===== config.mk =====
export PLATFORM = sky130hd
export DESIGN_NAME = ocd_clock_ctrl
export DESIGN_NICKNAME = d
export VERILOG_FILES = /design/src/hw/ocd_pkg.sv /design/src/hw/ocd_clock_ctrl.sv
export SDC_FILE = /design/constraint.sdc
export NUM_CORES = 1
export LEC_CHECK = 0
export BUFFER_PORTS_ARGS = -buffer_cell sky130_fd_sc_hd__buf_4
export CORE_AREA = 2 2 68 135
export DETAILED_ROUTE_END_ITERATION = 6
export DIE_AREA = 0 0 70 137
export PLACE_DENSITY = 0.9
export SETUP_SLACK_MARGIN = 0.5
export SYNTH_ARGS = -nofsm -noshare
export SYNTH_HDL_FRONTEND = slang
export SYNTH_SLANG_ARGS = --single-unit

===== constraint.sdc =====
create_clock -name pclk -period 1.9 [get_ports pclk]
set_input_delay 0.095 -clock pclk [delete_from_list [all_inputs] [get_ports pclk]]
set_output_delay 0.095 -clock pclk [all_outputs]
set_load 0.01 [all_outputs]

===== src/hw/ocd_pkg.sv =====
// Package with register map, field layout, reset values and types for clock control
package ocd_pkg;

    // Byte addresses of the APB register words
    localparam logic [7:0] ADDR_OSC_CTRL   = 8'h00;
    localparam logic [7:0] ADDR_CLK_DIV    = 8'h04;
    localparam logic [7:0] ADDR_PLL_FBD    = 8'h08;
    localparam logic [7:0] ADDR_RC_TRIM    = 8'h0c;
    localparam logic [7:0] ADDR_UNLOCK     = 8'h10;
    localparam logic [7:0] ADDR_IRQ_STATUS = 8'h14;
    localparam logic [7:0] ADDR_IRQ_CLEAR  = 8'h18;
    localparam logic [7:0] ADDR_IRQ_ENABLE = 8'h1c;

    // Unlock keys, values arbitrary
    localparam logic [15:0] UNLOCK_KEY1 = 16'h005a;
    localparam logic [15:0] UNLOCK_KEY2 = 16'h00a5;

    // Oscillator control fields
    localparam int OSC_CUR_LSB  = 12;
    localparam int OSC_NEW_LSB  = 8;
    localparam int OSC_CF_BIT   = 3;
    localparam int OSC_SEC_BIT  = 1;
    localparam int OSC_SW_BIT   = 0;

    // Clock divisor fields
    localparam int DIV_ROI_BIT  = 15;
    localparam int DIV_DOZE_LSB = 12;
    localparam int DIV_DZEN_BIT = 11;
    localparam int DIV_FRC_LSB  = 8;
    localparam int DIV_POST_LSB = 6;
    localparam int DIV_PRE_LSB  = 0;

    // Reset values
    localparam logic [2:0] RST_DOZE  = 3'h3;
    localparam logic [1:0] RST_POST  = 2'h1;
    localparam logic [8:0] RST_MULT  = 9'h030;
    localparam logic [2:0] RST_SRC   = 3'h0;

    // Source codes
    localparam logic [2:0] SRC_FRC_PLL = 3'h1;
    localparam logic [2:0] SRC_PRI_PLL = 3'h3;

    // Postscaler codes
    localparam logic [1:0] POST_DIV2 = 2'h0;
    localparam logic [1:0] POST_DIV4 = 2'h1;
    localparam logic [1:0] POST_DIV8 = 2'h3;

    // Offsets added to prescaler and feedback codes
    localparam logic [5:0] PRE_OFFSET  = 6'h02;
    localparam logic [9:0] MULT_OFFSET = 10'h002;

    // Interrupt status bits
    localparam int IRQ_FAIL_BIT  = 0;
    localparam int IRQ_DONE_BIT  = 1;
    localparam int IRQ_ABORT_BIT = 2;
    localparam int IRQ_W         = 3;

    typedef enum logic [1:0] {
        SW_IDLE,
        SW_WAIT
    } ocd_sw_e;

    typedef struct packed {
        logic [2:0] periph_log2;
        logic [2:0] rc_post_log2;
        logic [3:0] post_div;
        logic [5:0] pre_div;
        logic [9:0] mult;
        logic [5:0] rc_trim;
    } ocd_clk_cfg_s;

endpackage


===== src/hw/ocd_clock_ctrl.sv =====
// Clock control register block: oscillator control, divisors, PLL feedback, RC trim
//
// Our own choices: the placing of the registers and the APB slave port.
`timescale 1ns/1ps
module ocd_clock_ctrl
    import ocd_pkg::*;
(
    input  wire logic         pclk,
    input  wire logic         presetn,
    input  wire logic         psel,
    input  wire logic         penable,
    input  wire logic         pwrite,
    input  wire logic [7:0]   paddr,
    input  wire logic [31:0]  pwdata,
    output logic              pready,
    output logic              pslverr,
    output logic [31:0]       prdata,
    input  wire logic [2:0]   config_source,
    input  wire logic         fail_detect,
    input  wire logic         cpu_interrupt,
    input  wire logic         switch_complete,
    output logic              switch_start,
    output logic [2:0]        new_source_select,
    output logic [2:0]        current_source,
    output logic              secondary_osc_enable,
    output ocd_clk_cfg_s      clk_cfg,
    output logic              irq
);

    logic [2:0]           cur_source_reg;
    logic [2:0]           new_source_reg;
    logic                 sec_en_reg;
    logic                 sw_req_reg;
    logic                 cf_reg;
    logic                 roi_reg;
    logic [2:0]           doze_reg;
    logic                 clock_reduce_enable_reg;
    logic [2:0]           rc_postdivider_reg;
    logic [1:0]           post_reg;
    logic [4:0]           pre_reg;
    logic [8:0]           mult_reg;
    logic [5:0]           trim_reg;
    logic [1:0]           unlock_reg;
    logic [IRQ_W-1:0]     irq_status_reg;
    logic [IRQ_W-1:0]     irq_enable_reg;
    logic [2:0]           fail_sync_reg;
    logic                 fail_filt_reg;
    logic                 strap_done_reg;
    logic                 start_reg;
    ocd_sw_e              sw_state_reg;
    ocd_clk_cfg_s         clk_cfg_reg;

    logic                 wr_en;
    logic                 rd_setup;
    logic                 mapped;
    logic                 osc_wr;
    logic                 fail_rise;
    logic                 redundant;
    logic                 illegal;
    logic                 sw_accept;
    logic                 sw_abort;
    logic                 sw_finish;
    logic [IRQ_W-1:0]     irq_events;
    logic [31:0]          rd_word;

    // APB: no wait states, write lands on the access edge
    assign pready  = 1'b1;
    assign wr_en   = psel & penable & pwrite & ~pslverr;
    assign rd_setup = psel & ~penable & ~pwrite;

    always_comb begin
        unique case (paddr)
            ADDR_OSC_CTRL, ADDR_CLK_DIV, ADDR_PLL_FBD, ADDR_RC_TRIM,
            ADDR_UNLOCK, ADDR_IRQ_STATUS, ADDR_IRQ_CLEAR, ADDR_IRQ_ENABLE: mapped = 1'b1;
            default: mapped = 1'b0;
        endcase
    end

    assign pslverr = psel & penable & ~mapped;

    // Unlock: key1 then key2 on back to back writes, opens one control write
    always_ff @(posedge pclk or negedge presetn) begin
        if (!presetn) begin
            unlock_reg <= 2'h0;
        end else if (wr_en) begin
            if (paddr == ADDR_UNLOCK && pwdata[15:0] == UNLOCK_KEY1) begin
                unlock_reg <= 2'h1;
            end else if (paddr == ADDR_UNLOCK && pwdata[15:0] == UNLOCK_KEY2
                         && unlock_reg == 2'h1) begin
                unlock_reg <= 2'h2;
            end else begin
                unlock_reg <= 2'h0;
            end
        end
    end

    assign osc_wr = wr_en && paddr == ADDR_OSC_CTRL && unlock_reg == 2'h2;

    // Monitor failure comes from another domain
    always_ff @(posedge pclk or negedge presetn) begin
        if (!presetn) begin
            fail_sync_reg <= 3'h0;
            fail_filt_reg <= 1'b0;
        end else begin
            fail_sync_reg <= {fail_sync_reg[1:0], fail_detect};
            if (fail_sync_reg[1] == fail_sync_reg[2]) begin
                fail_filt_reg <= fail_sync_reg[2];
            end
        end
    end

    assign fail_rise = fail_sync_reg[1] & fail_sync_reg[2] & ~fail_filt_reg;

    // Current source comes from straps, caught once after power-on release
    always_ff @(posedge pclk or negedge presetn) begin
        if (!presetn) begin
            strap_done_reg <= 1'b0;
            cur_source_reg <= RST_SRC;
        end else if (!strap_done_reg) begin
            strap_done_reg <= 1'b1;
            cur_source_reg <= config_source;
        end else if (sw_finish) begin
            cur_source_reg <= new_source_reg;
        end
    end

    assign redundant = new_source_reg == cur_source_reg;
    assign illegal = (new_source_reg == SRC_PRI_PLL && cur_source_reg == SRC_FRC_PLL) ||
                     (new_source_reg == SRC_FRC_PLL && cur_source_reg == SRC_PRI_PLL);

    assign sw_accept = sw_state_reg == SW_IDLE && sw_req_reg && strap_done_reg
                       && !redundant && !illegal;
    assign sw_abort  = sw_state_reg == SW_IDLE && sw_req_reg && strap_done_reg
                       && (redundant || illegal);
    assign sw_finish = sw_state_reg == SW_WAIT && switch_complete;

    // Switch sequencer handshake with the clock hardware
    always_ff @(posedge pclk or negedge presetn) begin
        if (!presetn) begin
            sw_state_reg <= SW_IDLE;
            start_reg    <= 1'b0;
        end else begin
            start_reg <= sw_accept;
            unique case (sw_state_reg)
                SW_IDLE: begin
                    if (sw_accept) begin
                        sw_state_reg <= SW_WAIT;
                    end
                end
                SW_WAIT: begin
                    if (switch_complete) begin
                        sw_state_reg <= SW_IDLE;
                    end
                end
            endcase
        end
    end

    // Oscillator control; power-on reset is the only reset seen here
    always_ff @(posedge pclk or negedge presetn) begin
        if (!presetn) begin
            new_source_reg <= RST_SRC;
            sec_en_reg     <= 1'b0;
            sw_req_reg     <= 1'b0;
        end else begin
            if (osc_wr) begin
                new_source_reg <= pwdata[OSC_NEW_LSB +: 3];
                sec_en_reg     <= pwdata[OSC_SEC_BIT];
            end
            if (sw_finish || sw_abort) begin
                sw_req_reg <= 1'b0;
            end else if (osc_wr && pwdata[OSC_SW_BIT] && sw_state_reg == SW_IDLE) begin
                sw_req_reg <= 1'b1;
            end
        end
    end

    // Clock fail flag: set beats software clear and switch clear
    always_ff @(posedge pclk or negedge presetn) begin
        if (!presetn) begin
            cf_reg <= 1'b0;
        end else if (fail_rise) begin
            cf_reg <= 1'b1;
        end else if ((osc_wr && !pwdata[OSC_CF_BIT]) || sw_accept) begin
            cf_reg <= 1'b0;
        end
    end

    // Clock divisor
    always_ff @(posedge pclk or negedge presetn) begin
        if (!presetn) begin
            roi_reg    <= 1'b0;
            doze_reg   <= RST_DOZE;
            clock_reduce_enable_reg  <= 1'b0;
            rc_postdivider_reg <= 3'h0;
            post_reg   <= RST_POST;
            pre_reg    <= 5'h00;
        end else begin
            if (wr_en && paddr == ADDR_CLK_DIV) begin
                roi_reg    <= pwdata[DIV_ROI_BIT];
                doze_reg   <= pwdata[DIV_DOZE_LSB +: 3];
                rc_postdivider_reg <= pwdata[DIV_FRC_LSB +: 3];
                post_reg   <= pwdata[DIV_POST_LSB +: 2];
                pre_reg    <= pwdata[DIV_PRE_LSB +: 5];
            end
            // Interrupt recovery wins over a software set in the same cycle
            if (cpu_interrupt && roi_reg) begin
                clock_reduce_enable_reg <= 1'b0;
            end else if (wr_en && paddr == ADDR_CLK_DIV) begin
                clock_reduce_enable_reg <= pwdata[DIV_DZEN_BIT];
            end
        end
    end

    // Feedback and trim
    always_ff @(posedge pclk or negedge presetn) begin
        if (!presetn) begin
            mult_reg <= RST_MULT;
            trim_reg <= 6'h00;
        end else begin
            if (wr_en && paddr == ADDR_PLL_FBD) begin
                mult_reg <= pwdata[8:0];
            end
            if (wr_en && paddr == ADDR_RC_TRIM) begin
                trim_reg <= pwdata[5:0];
            end
        end
    end

    // Decoded clock configuration, registered for glitch-free use downstream
    always_ff @(posedge pclk or negedge presetn) begin
        if (!presetn) begin
            clk_cfg_reg <= '0;
        end else begin
            clk_cfg_reg.periph_log2  <= clock_reduce_enable_reg ? doze_reg : 3'h0;
            clk_cfg_reg.rc_post_log2 <= rc_postdivider_reg;
            unique case (post_reg)
                POST_DIV2: clk_cfg_reg.post_div <= 4'h2;
                POST_DIV8: clk_cfg_reg.post_div <= 4'h8;
                // Reserved code behaves as divide by four
                default:   clk_cfg_reg.post_div <= 4'h4;
            endcase
            clk_cfg_reg.pre_div <= {1'b0, pre_reg} + PRE_OFFSET;
            clk_cfg_reg.mult    <= {1'b0, mult_reg} + MULT_OFFSET;
            clk_cfg_reg.rc_trim <= trim_reg;
        end
    end

    // Interrupt status, set beats clear
    assign irq_events[IRQ_FAIL_BIT]  = fail_rise;
    assign irq_events[IRQ_DONE_BIT]  = sw_finish;
    assign irq_events[IRQ_ABORT_BIT] = sw_abort;

    always_ff @(posedge pclk or negedge presetn) begin
        if (!presetn) begin
            irq_status_reg <= '0;
            irq_enable_reg <= '0;
        end else begin
            if (wr_en && paddr == ADDR_IRQ_ENABLE) begin
                irq_enable_reg <= pwdata[IRQ_W-1:0];
            end
            if (wr_en && paddr == ADDR_IRQ_CLEAR) begin
                irq_status_reg <= (irq_status_reg & ~pwdata[IRQ_W-1:0]) | irq_events;
            end else begin
                irq_status_reg <= irq_status_reg | irq_events;
            end
        end
    end

    // Read mux; unimplemented bits stay zero
    always_comb begin
        rd_word = 32'h0;
        unique case (paddr)
            ADDR_OSC_CTRL: begin
                rd_word[OSC_CUR_LSB +: 3] = cur_source_reg;
                rd_word[OSC_NEW_LSB +: 3] = new_source_reg;
                rd_word[OSC_CF_BIT]       = cf_reg;
                rd_word[OSC_SEC_BIT]      = sec_en_reg;
                rd_word[OSC_SW_BIT]       = sw_req_reg;
            end
            ADDR_CLK_DIV: begin
                rd_word[DIV_ROI_BIT]       = roi_reg;
                rd_word[DIV_DOZE_LSB +: 3] = doze_reg;
                rd_word[DIV_DZEN_BIT]      = clock_reduce_enable_reg;
                rd_word[DIV_FRC_LSB +: 3]  = rc_postdivider_reg;
                rd_word[DIV_POST_LSB +: 2] = post_reg;
                rd_word[DIV_PRE_LSB +: 5]  = pre_reg;
            end
            ADDR_PLL_FBD:    rd_word[8:0]       = mult_reg;
            ADDR_RC_TRIM:    rd_word[5:0]       = trim_reg;
            ADDR_IRQ_STATUS: rd_word[IRQ_W-1:0] = irq_status_reg;
            ADDR_IRQ_ENABLE: rd_word[IRQ_W-1:0] = irq_enable_reg;
            default:         rd_word = 32'h0;
        endcase
    end

    // Read data captured in the setup cycle so it comes from a flip-flop
    always_ff @(posedge pclk or negedge presetn) begin
        if (!presetn) begin
            prdata <= 32'h0;
        end else if (rd_setup) begin
            prdata <= rd_word;
        end
    end

    assign switch_start         = start_reg;
    assign new_source_select    = new_source_reg;
    assign current_source       = cur_source_reg;
    assign secondary_osc_enable = sec_en_reg;
    assign clk_cfg              = clk_cfg_reg;
    assign irq                  = |(irq_status_reg & irq_enable_reg);
endmodule


==> impl_metrics.tcl, run 1 <==
set metrics [dict create \
    status "finished, violations left" \
    violations "negative hold slack" \
    grt_usage_pct 26.2 \
    portBuffers 91 \
    die_x_um 70 \
    hold_ws_ns -0.00281 \
    finalSetupViolCount 0 \
    grt_antenna_before_repair 0 \
    rsz0062_at_grt "yes" \
    grt_pass1_wl_um 18800 \
    min_period_ns 1.68 \
    largest_register_ffs 31 \
    finish.net_count 563 \
    vias_per_cell 5.81 \
    powerDensity_mw_per_mm2 724 \
    worst_pin_slew_ns 0.522 \
    synthFlopType "dfrtp_1" \
    p_leak_nw 3.11 \
    report.final.slew_viol_count 0 \
    yosysTopAreaCellShare_pct 55.2 \
    seq_area_frac_synth_pct 58.2 \
    fin_skew_ns 0.00639 \
    clk_pin_slew_ns 0.06 \
    drc_errors 0 \
    gp_congestion 0.936 \
    synth_area_leader_cell "dfrtp_1" \
    holdPathEnd "post_reg[1]$_DFFE_PN0P_" \
    rr_endpoint "unlock_reg[1]$_DFFE_PN0N_" \
    cts_tree "yes" \
    maxCapViolCount 0 \
    clk-insertion-delay-late_ns 0.35 \
    area_growth_pct 42.9 \
    netlist-cell-type-count 55 \
    cts_made_buffers 9 \
    drt-pass1-iter-count 6 \
    worstSetupStartpointType "input pin" \
    reg2reg_from "unlock_reg[0]$_DFFE_PN0N_" \
    crit_fanout 2 \
    slowest_stage "or4_4" \
    initial_core_util_pct 51.1 \
    row_count 48 \
    die_h_um 137 \
    synthTopCellsByArea "dfrtp_1 55%, mux2_2 9.1%, buf_4 3.1%" \
    layout-drive-gt1-share_pct 46.3 \
    syn_inst 354 \
    grt-ovfl-total 0 \
    ios 126 \
    max_clock_freq_mhz 597 \
    drtIter0Drc 314 \
    clock_sinks 101 \
    worst-r2r-setup-slack_ns 0.23 \
    min_period_over_period_pct 88.2 \
    worstRegToRegCells 3 \
    routed_wirelength_um 12700 \
    dieArea_mm2 0.00959 \
    worstHoldStart "pwdata[7]" \
    maxSlewHeadroom_pct 65.2 \
    worstSetupPathType "input pin to flop" \
    yosys_warnings 0 \
    synth_enable_flop_cells 0 \
    hpwl_um 8310 \
    vdd_drop_max_mv 0.517 \
    max_stage_delay_ns 0.55 \
    hold_violations 1 \
    ys_ff_latch 101 \
    syn_area_per_cell_um2 12.3 \
    fin_cells 612 \
    end_kind "flop" \
    crit_arrival_ns 1.93 \
    cts-root-buf "clkbuf_16" \
    synth.cell_area_mm2 0.00435 \
    placedCellCount 567 \
    required_ns 2.16 \
    hold-path-cell-count 3 \
    grt_pass1_vias 3549 \
    coreArea_mm2 0.00853 \
    cts-htree-levels 3 \
    wl_per_cell_um 20.7 \
    insertedDiodeCount 0 \
    fin_util_pct 73.0 \
    hp-class "input pin to flop" \
    synth-async-reset-ratio_pct 100 \
    cts_max_path_buffers 2 \
    grt_max_degree 40 \
    finalSetupTns_ns 0 \
    vias 3558 \
    ant_nets 0 \
    cp_cell_sequence "buf_6 > or4b_4 > or4_4 > or4_1 > o31ai_2" \
]
-- power by group --
part | switching (mW) | internal (mW) | total [mW]
logic | 0.257 | 0.234 | 0.491
clock network | 0.741 | 1.02 | 1.76
registers | 0.0462 | 2.21 | 2.26
total | 1.04 | 3.46 | 4.51
-- routing by layer --
metal | vias up | share of wire (%) | global-route usage [%]
met3 | 55 | 6.9 | 4.86
met2 | 209 | 53 | 45.6
met1 | 1753 | 34 | 28.8
met5 | - | 0 | 0
met4 | 0 | 6.0 | 17.4
li1 | 1541 | - | -
-- layout by cell type (no fill, tap or decap), types with 4 or more instances in the layout --
cell and count:
a21oi_1 9, ha_1 5, conb_1 19, nand2_1 24, dlygate4sd3_1 10, and3_1 4
buf_6 15, or4_4 4, nor3_4 4, xnor2_1 7, a221oi_1 6, buf_4 118
mux2_4 18, dfstp_2 5, nor2_1 28, o21ai_1 5, buf_12 5, mux2i_1 8
mux2_2 17, nand3_1 11, inv_1 7, clkbuf_16 10, dfrtp_1 94, clkbuf_1 5
-- logic make-up after synthesis --
logic type / share of synthesized area [%]
other cells: 0.172
simple gates: 14.5
flops: 58.2
fa+ha+maj: 1.44
buf+inv: 4.68
compound gates: 6.49
mux: 12.5
xor+xnor: 2.01
-- repair_timing --
| action | CTS | global route |
|---|---|---|
| gates resized for setup | 29 | 27 |
| buffers inserted | 10 | 7 |
| pin swaps | 9 | 12 |
| hold buffers | 10 | 0 |
| gates cloned | 0 | 2 |
| endpoints found under the setup margin | 53 | 57 |
| hold endpoints to repair | 43 | 0 |
-- worst max-delay path: cells and delay by family --
kind / cells / cell delay, ns
AND/OR/NAND/NOR: 3 / 1.53
AO/OA/AOI/OAI: 1 / 0.21
buffers and inverters: 1 / 0.09
-- cells in the mapped netlist (all sizes together), types with 4 or more instances --
cell type / number
a21oi: 11
a221oi: 7
and3: 4
buf: 20
clkbuf: 7
dfrtp: 96
dfstp: 5
ha: 5
inv: 7
mux2: 35
mux2i: 8
nand2: 27
nand3: 13
nor2: 30
nor3: 7
nor4: 5
o21ai: 8
or3b: 4
or4: 6
xnor2: 7
-- cell type report --
cell class	count	area (um2)
multi-input combinational	237	1950
inverter	7	26.3
tap	100	125
clock inverter	2	35.0
fill	543	2300
clock buffer	14	244
timing repair buffer	151	1310
sequential	101	2540
-- worst max-delay path by stage --
stage	start	slack, ns	depth (start not counted)	to
2_1_floorplan	paddr[3]	-0.05	4	doze_reg[2]$_DFFE_PN0P_
5_1_grt	paddr[6]	0.20	5	unlock_reg[1]$_DFFE_PN0N_
4_1_cts	paddr[6]	0.24	5	unlock_reg[1]$_DFFE_PN0N_
6_report	paddr[6]	0.22	5	unlock_reg[1]$_DFFE_PN0N_
3_5_place_dp	pwdata[11]	-0.28	5	unlock_reg[1]$_DFFE_PN0N_
3_3_place_gp	pwdata[11]	-0.21	5	unlock_reg[1]$_DFFE_PN0N_
-- through the flow --
step | total power, mW | hold WS, ns | instance area [um2] | worst slack, ns
3_5_place_dp | 2.71 | 0.0983 | 5450 | -0.278
4_1_cts | 4.49 | 0.00133 | 6040 | 0.238
5_1_grt | 4.66 | 0.00740 | 6220 | 0.197
6_report | 4.51 | -0.00281 | 6220 | 0.224
3_3_place_gp | 2.69 | 0.0854 | 5450 | -0.208
2_1_floorplan | 2.47 | -0.201 | 4550 | -0.0473
Note: power is estimated with default switching activity, not from simulation.
==> run 2: changes to the inputs <==
PLACE_DENSITY = unset   (was 0.9)
PLACE_DENSITY_LB_ADDON = 0.25   (was unset)
SKIP_LAST_GASP = 1   (was unset)
==> run 2 against run 1 <==
  * The run now ends clean
  * Sequential power barely moved
  * Clock power rose by 5%
  * Utilization fell by 1.3 points
  * Non-clock buffer count fell by 7
  * Count of clock-buffer cells in the layout fell by 2
  * Combinational power fell by 6.3%
  * Sequential cell count did not move
  * Worst setup slack improved by 0.00052 ns
  * Wire length fell by 11%
  * Largest power group unchanged
  * Highest routed layer unchanged
==> impl_metrics.tcl, run 2 (synthesis results as in run 1) <==
set metrics [dict create \
    cts_made_buffers 9 \
    maxCapViolCount 0 \
    end_kind "flop" \
    p_leak_nw 3.05 \
    worstSetupStartpointType "input pin" \
    max_clock_freq_mhz 597 \
    hold_violations 0 \
    status "finished, final reports clean" \
    mostFrequentLayoutCells "114 x buf_4, 96 x dfrtp_1, 28 x nor2_1" \
    initial_core_util_pct 51.1 \
    grt_antenna_before_repair 0 \
    grt_max_degree 48 \
    die_h_um 137 \
    switchingPower_mw 1.06 \
    gp_congestion 0.834 \
    fin_ws_ns 0.225 \
    finalSetupViolCount 0 \
    finalSetupTns_ns 0 \
    hp-class "input pin to flop" \
    wl_met1_um 4050 \
    vdd_drop_max_mv 0.615 \
    ios 126 \
    grt_pass1_vias 3340 \
    portBuffers 91 \
    maxSlewHeadroom_pct 66.4 \
    rr_endpoint "unlock_reg[1]$_DFFE_PN0N_" \
    hpwl_um 7950 \
    layout_commonest_cell "buf_4" \
    highest_layer "met4" \
    switching_share_pct 23.3 \
    drt-pass1-iter-count 4 \
    coreArea_mm2 0.00853 \
    worst_pin_slew_ns 0.504 \
    p_int_mw 3.50 \
    clk_pin_slew_ns 0.07 \
    cts-root-buf "clkbuf_16" \
    reg2reg_from "unlock_reg[0]$_DFFE_PN0N_" \
    worstRegToRegCells 3 \
    min_period_ns 1.68 \
    crit_path_end "unlock_reg[1]$_DFFE_PN0N_" \
    route.met2.wl_um 6220 \
    min_period_over_period_pct 88.2 \
    ant_nets 0 \
    vias 3390 \
    crit_start "pwdata[9]" \
    fin_skew_ns 0.00504 \
    powerDensity_mw_per_mm2 746 \
    hold_ws_ns 0.0142 \
    clockPowerShare_pct 40.5 \
    power_mw 4.56 \
    vias_per_cell 5.61 \
    cts-htree-levels 3 \
    finish.net_count 555 \
    dieArea_mm2 0.00959 \
    cts_max_path_buffers 2 \
    met3WireLength_um 451 \
    report.final.slew_viol_count 0 \
    finish.instance_area_mm2 0.00611 \
    worst-r2r-setup-slack_ns 0.25 \
    power.share.sequential_pct 49.4 \
    crit_arrival_ns 1.93 \
    layout-drive-gt1-share_pct 44.4 \
    clock_sinks 101 \
    clk-insertion-delay-late_ns 0.35 \
    wl_per_cell_um 18.7 \
    area_growth_pct 40.3 \
    crit_fanout 3 \
    required_ns 2.15 \
    power_frac_comb_pct 10.1 \
    worstSetupPathType "input pin to flop" \
    largest_register_ffs 31 \
    dp_slack_ns -0.250 \
    rsz0062_at_grt "yes" \
    drtIter0Drc 297 \
    die_x_um 70 \
    grt_pass1_wl_um 17500 \
    drc_errors 0 \
    grt_usage_pct 24.2 \
    cts_tree "yes" \
    routed_wirelength_um 11300 \
    grt-ovfl-total 0 \
    insertedDiodeCount 0 \
    row_count 48 \
    place_area_mm2 0.00541 \
]
-- run 2: changes by cell type in the layout (fill, tap and decap cells not counted), sizes merged --
cell	delta
buf	-6
clkbuf	-3
nand3	-1
inv	+1
clkinvlp	+1
-- run 2: worst min-delay path by stage --
| stage | cells after the start | end | slack, ns | from |
|---|---|---|---|---|
| floorplan | 0 | cf_reg$_DFFE_PN0P_ | -0.20 | presetn |
| global placement | 1 | clk_cfg[13]$_DFF_PN0_ | 0.09 | presetn |
| detailed placement | 1 | clk_cfg[14]$_DFF_PN0_ | 0.10 | presetn |
| CTS | 2 | rc_postdivider_reg[1]$_DFFE_PN0P_ | 0.002 | pwdata[9] |
| global route | 2 | rc_postdivider_reg[1]$_DFFE_PN0P_ | 0.01 | pwdata[9] |
| finish | 2 | rc_postdivider_reg[1]$_DFFE_PN0P_ | 0.01 | pwdata[9] |
-- run 2: power groups by stage --
stage          logic (mW)  registers, mW  clock network (mW)
2_1_floorplan       0.164           2.30                   0
3_3_place_gp        0.402           2.29                   0
3_5_place_dp        0.409           2.29                   0
4_1_cts             0.453           2.25                1.87
5_1_grt             0.500           2.26                1.95
6_report            0.460           2.25                1.84
-- run 2: area by class of cell --
| class | count | area [um2] |
|---|---|---|
| inverter | 7 | 26.3 |
| sequential | 101 | 2530 |
| tap | 100 | 125 |
| timing repair buffer | 144 | 1210 |
| multi-input combinational | 236 | 1910 |
| fill | 615 | 2420 |
| clock inverter | 4 | 55.1 |
| clock buffer | 12 | 246 |
-- run 2: worst max-delay path, stage by stage --
cell	delay [ns]
buf_4	0.13
or4_4	0.53
or4_4	0.55
or4_4	0.45
o31ai_4	0.18
-- run 2: metrics by stage --
stage	std cells	util, %
finish	604	71.6
global route	604	71.6
CTS	599	70.2
detailed placement	564	63.4
global placement	564	63.4
floorplan	371	-
-- run 2: repair_timing --
item | CTS | global route
pin swaps | 8 | 5
gates resized for setup | 26 | 20
setup buffers | 8 | 4
gates cloned | 1 | 1
endpoints found under the hold margin | 43 | 0
hold buffers | 10 | 0
setup endpoints to repair | 50 | 41
-- run 2: metal layers --
layer | global-route usage, % | up-vias
li1 | - | 1513
met1 | 27.1 | 1719
met2 | 43.1 | 117
met3 | 3.83 | 41
met4 | 14.0 | 0
met5 | 0 | -
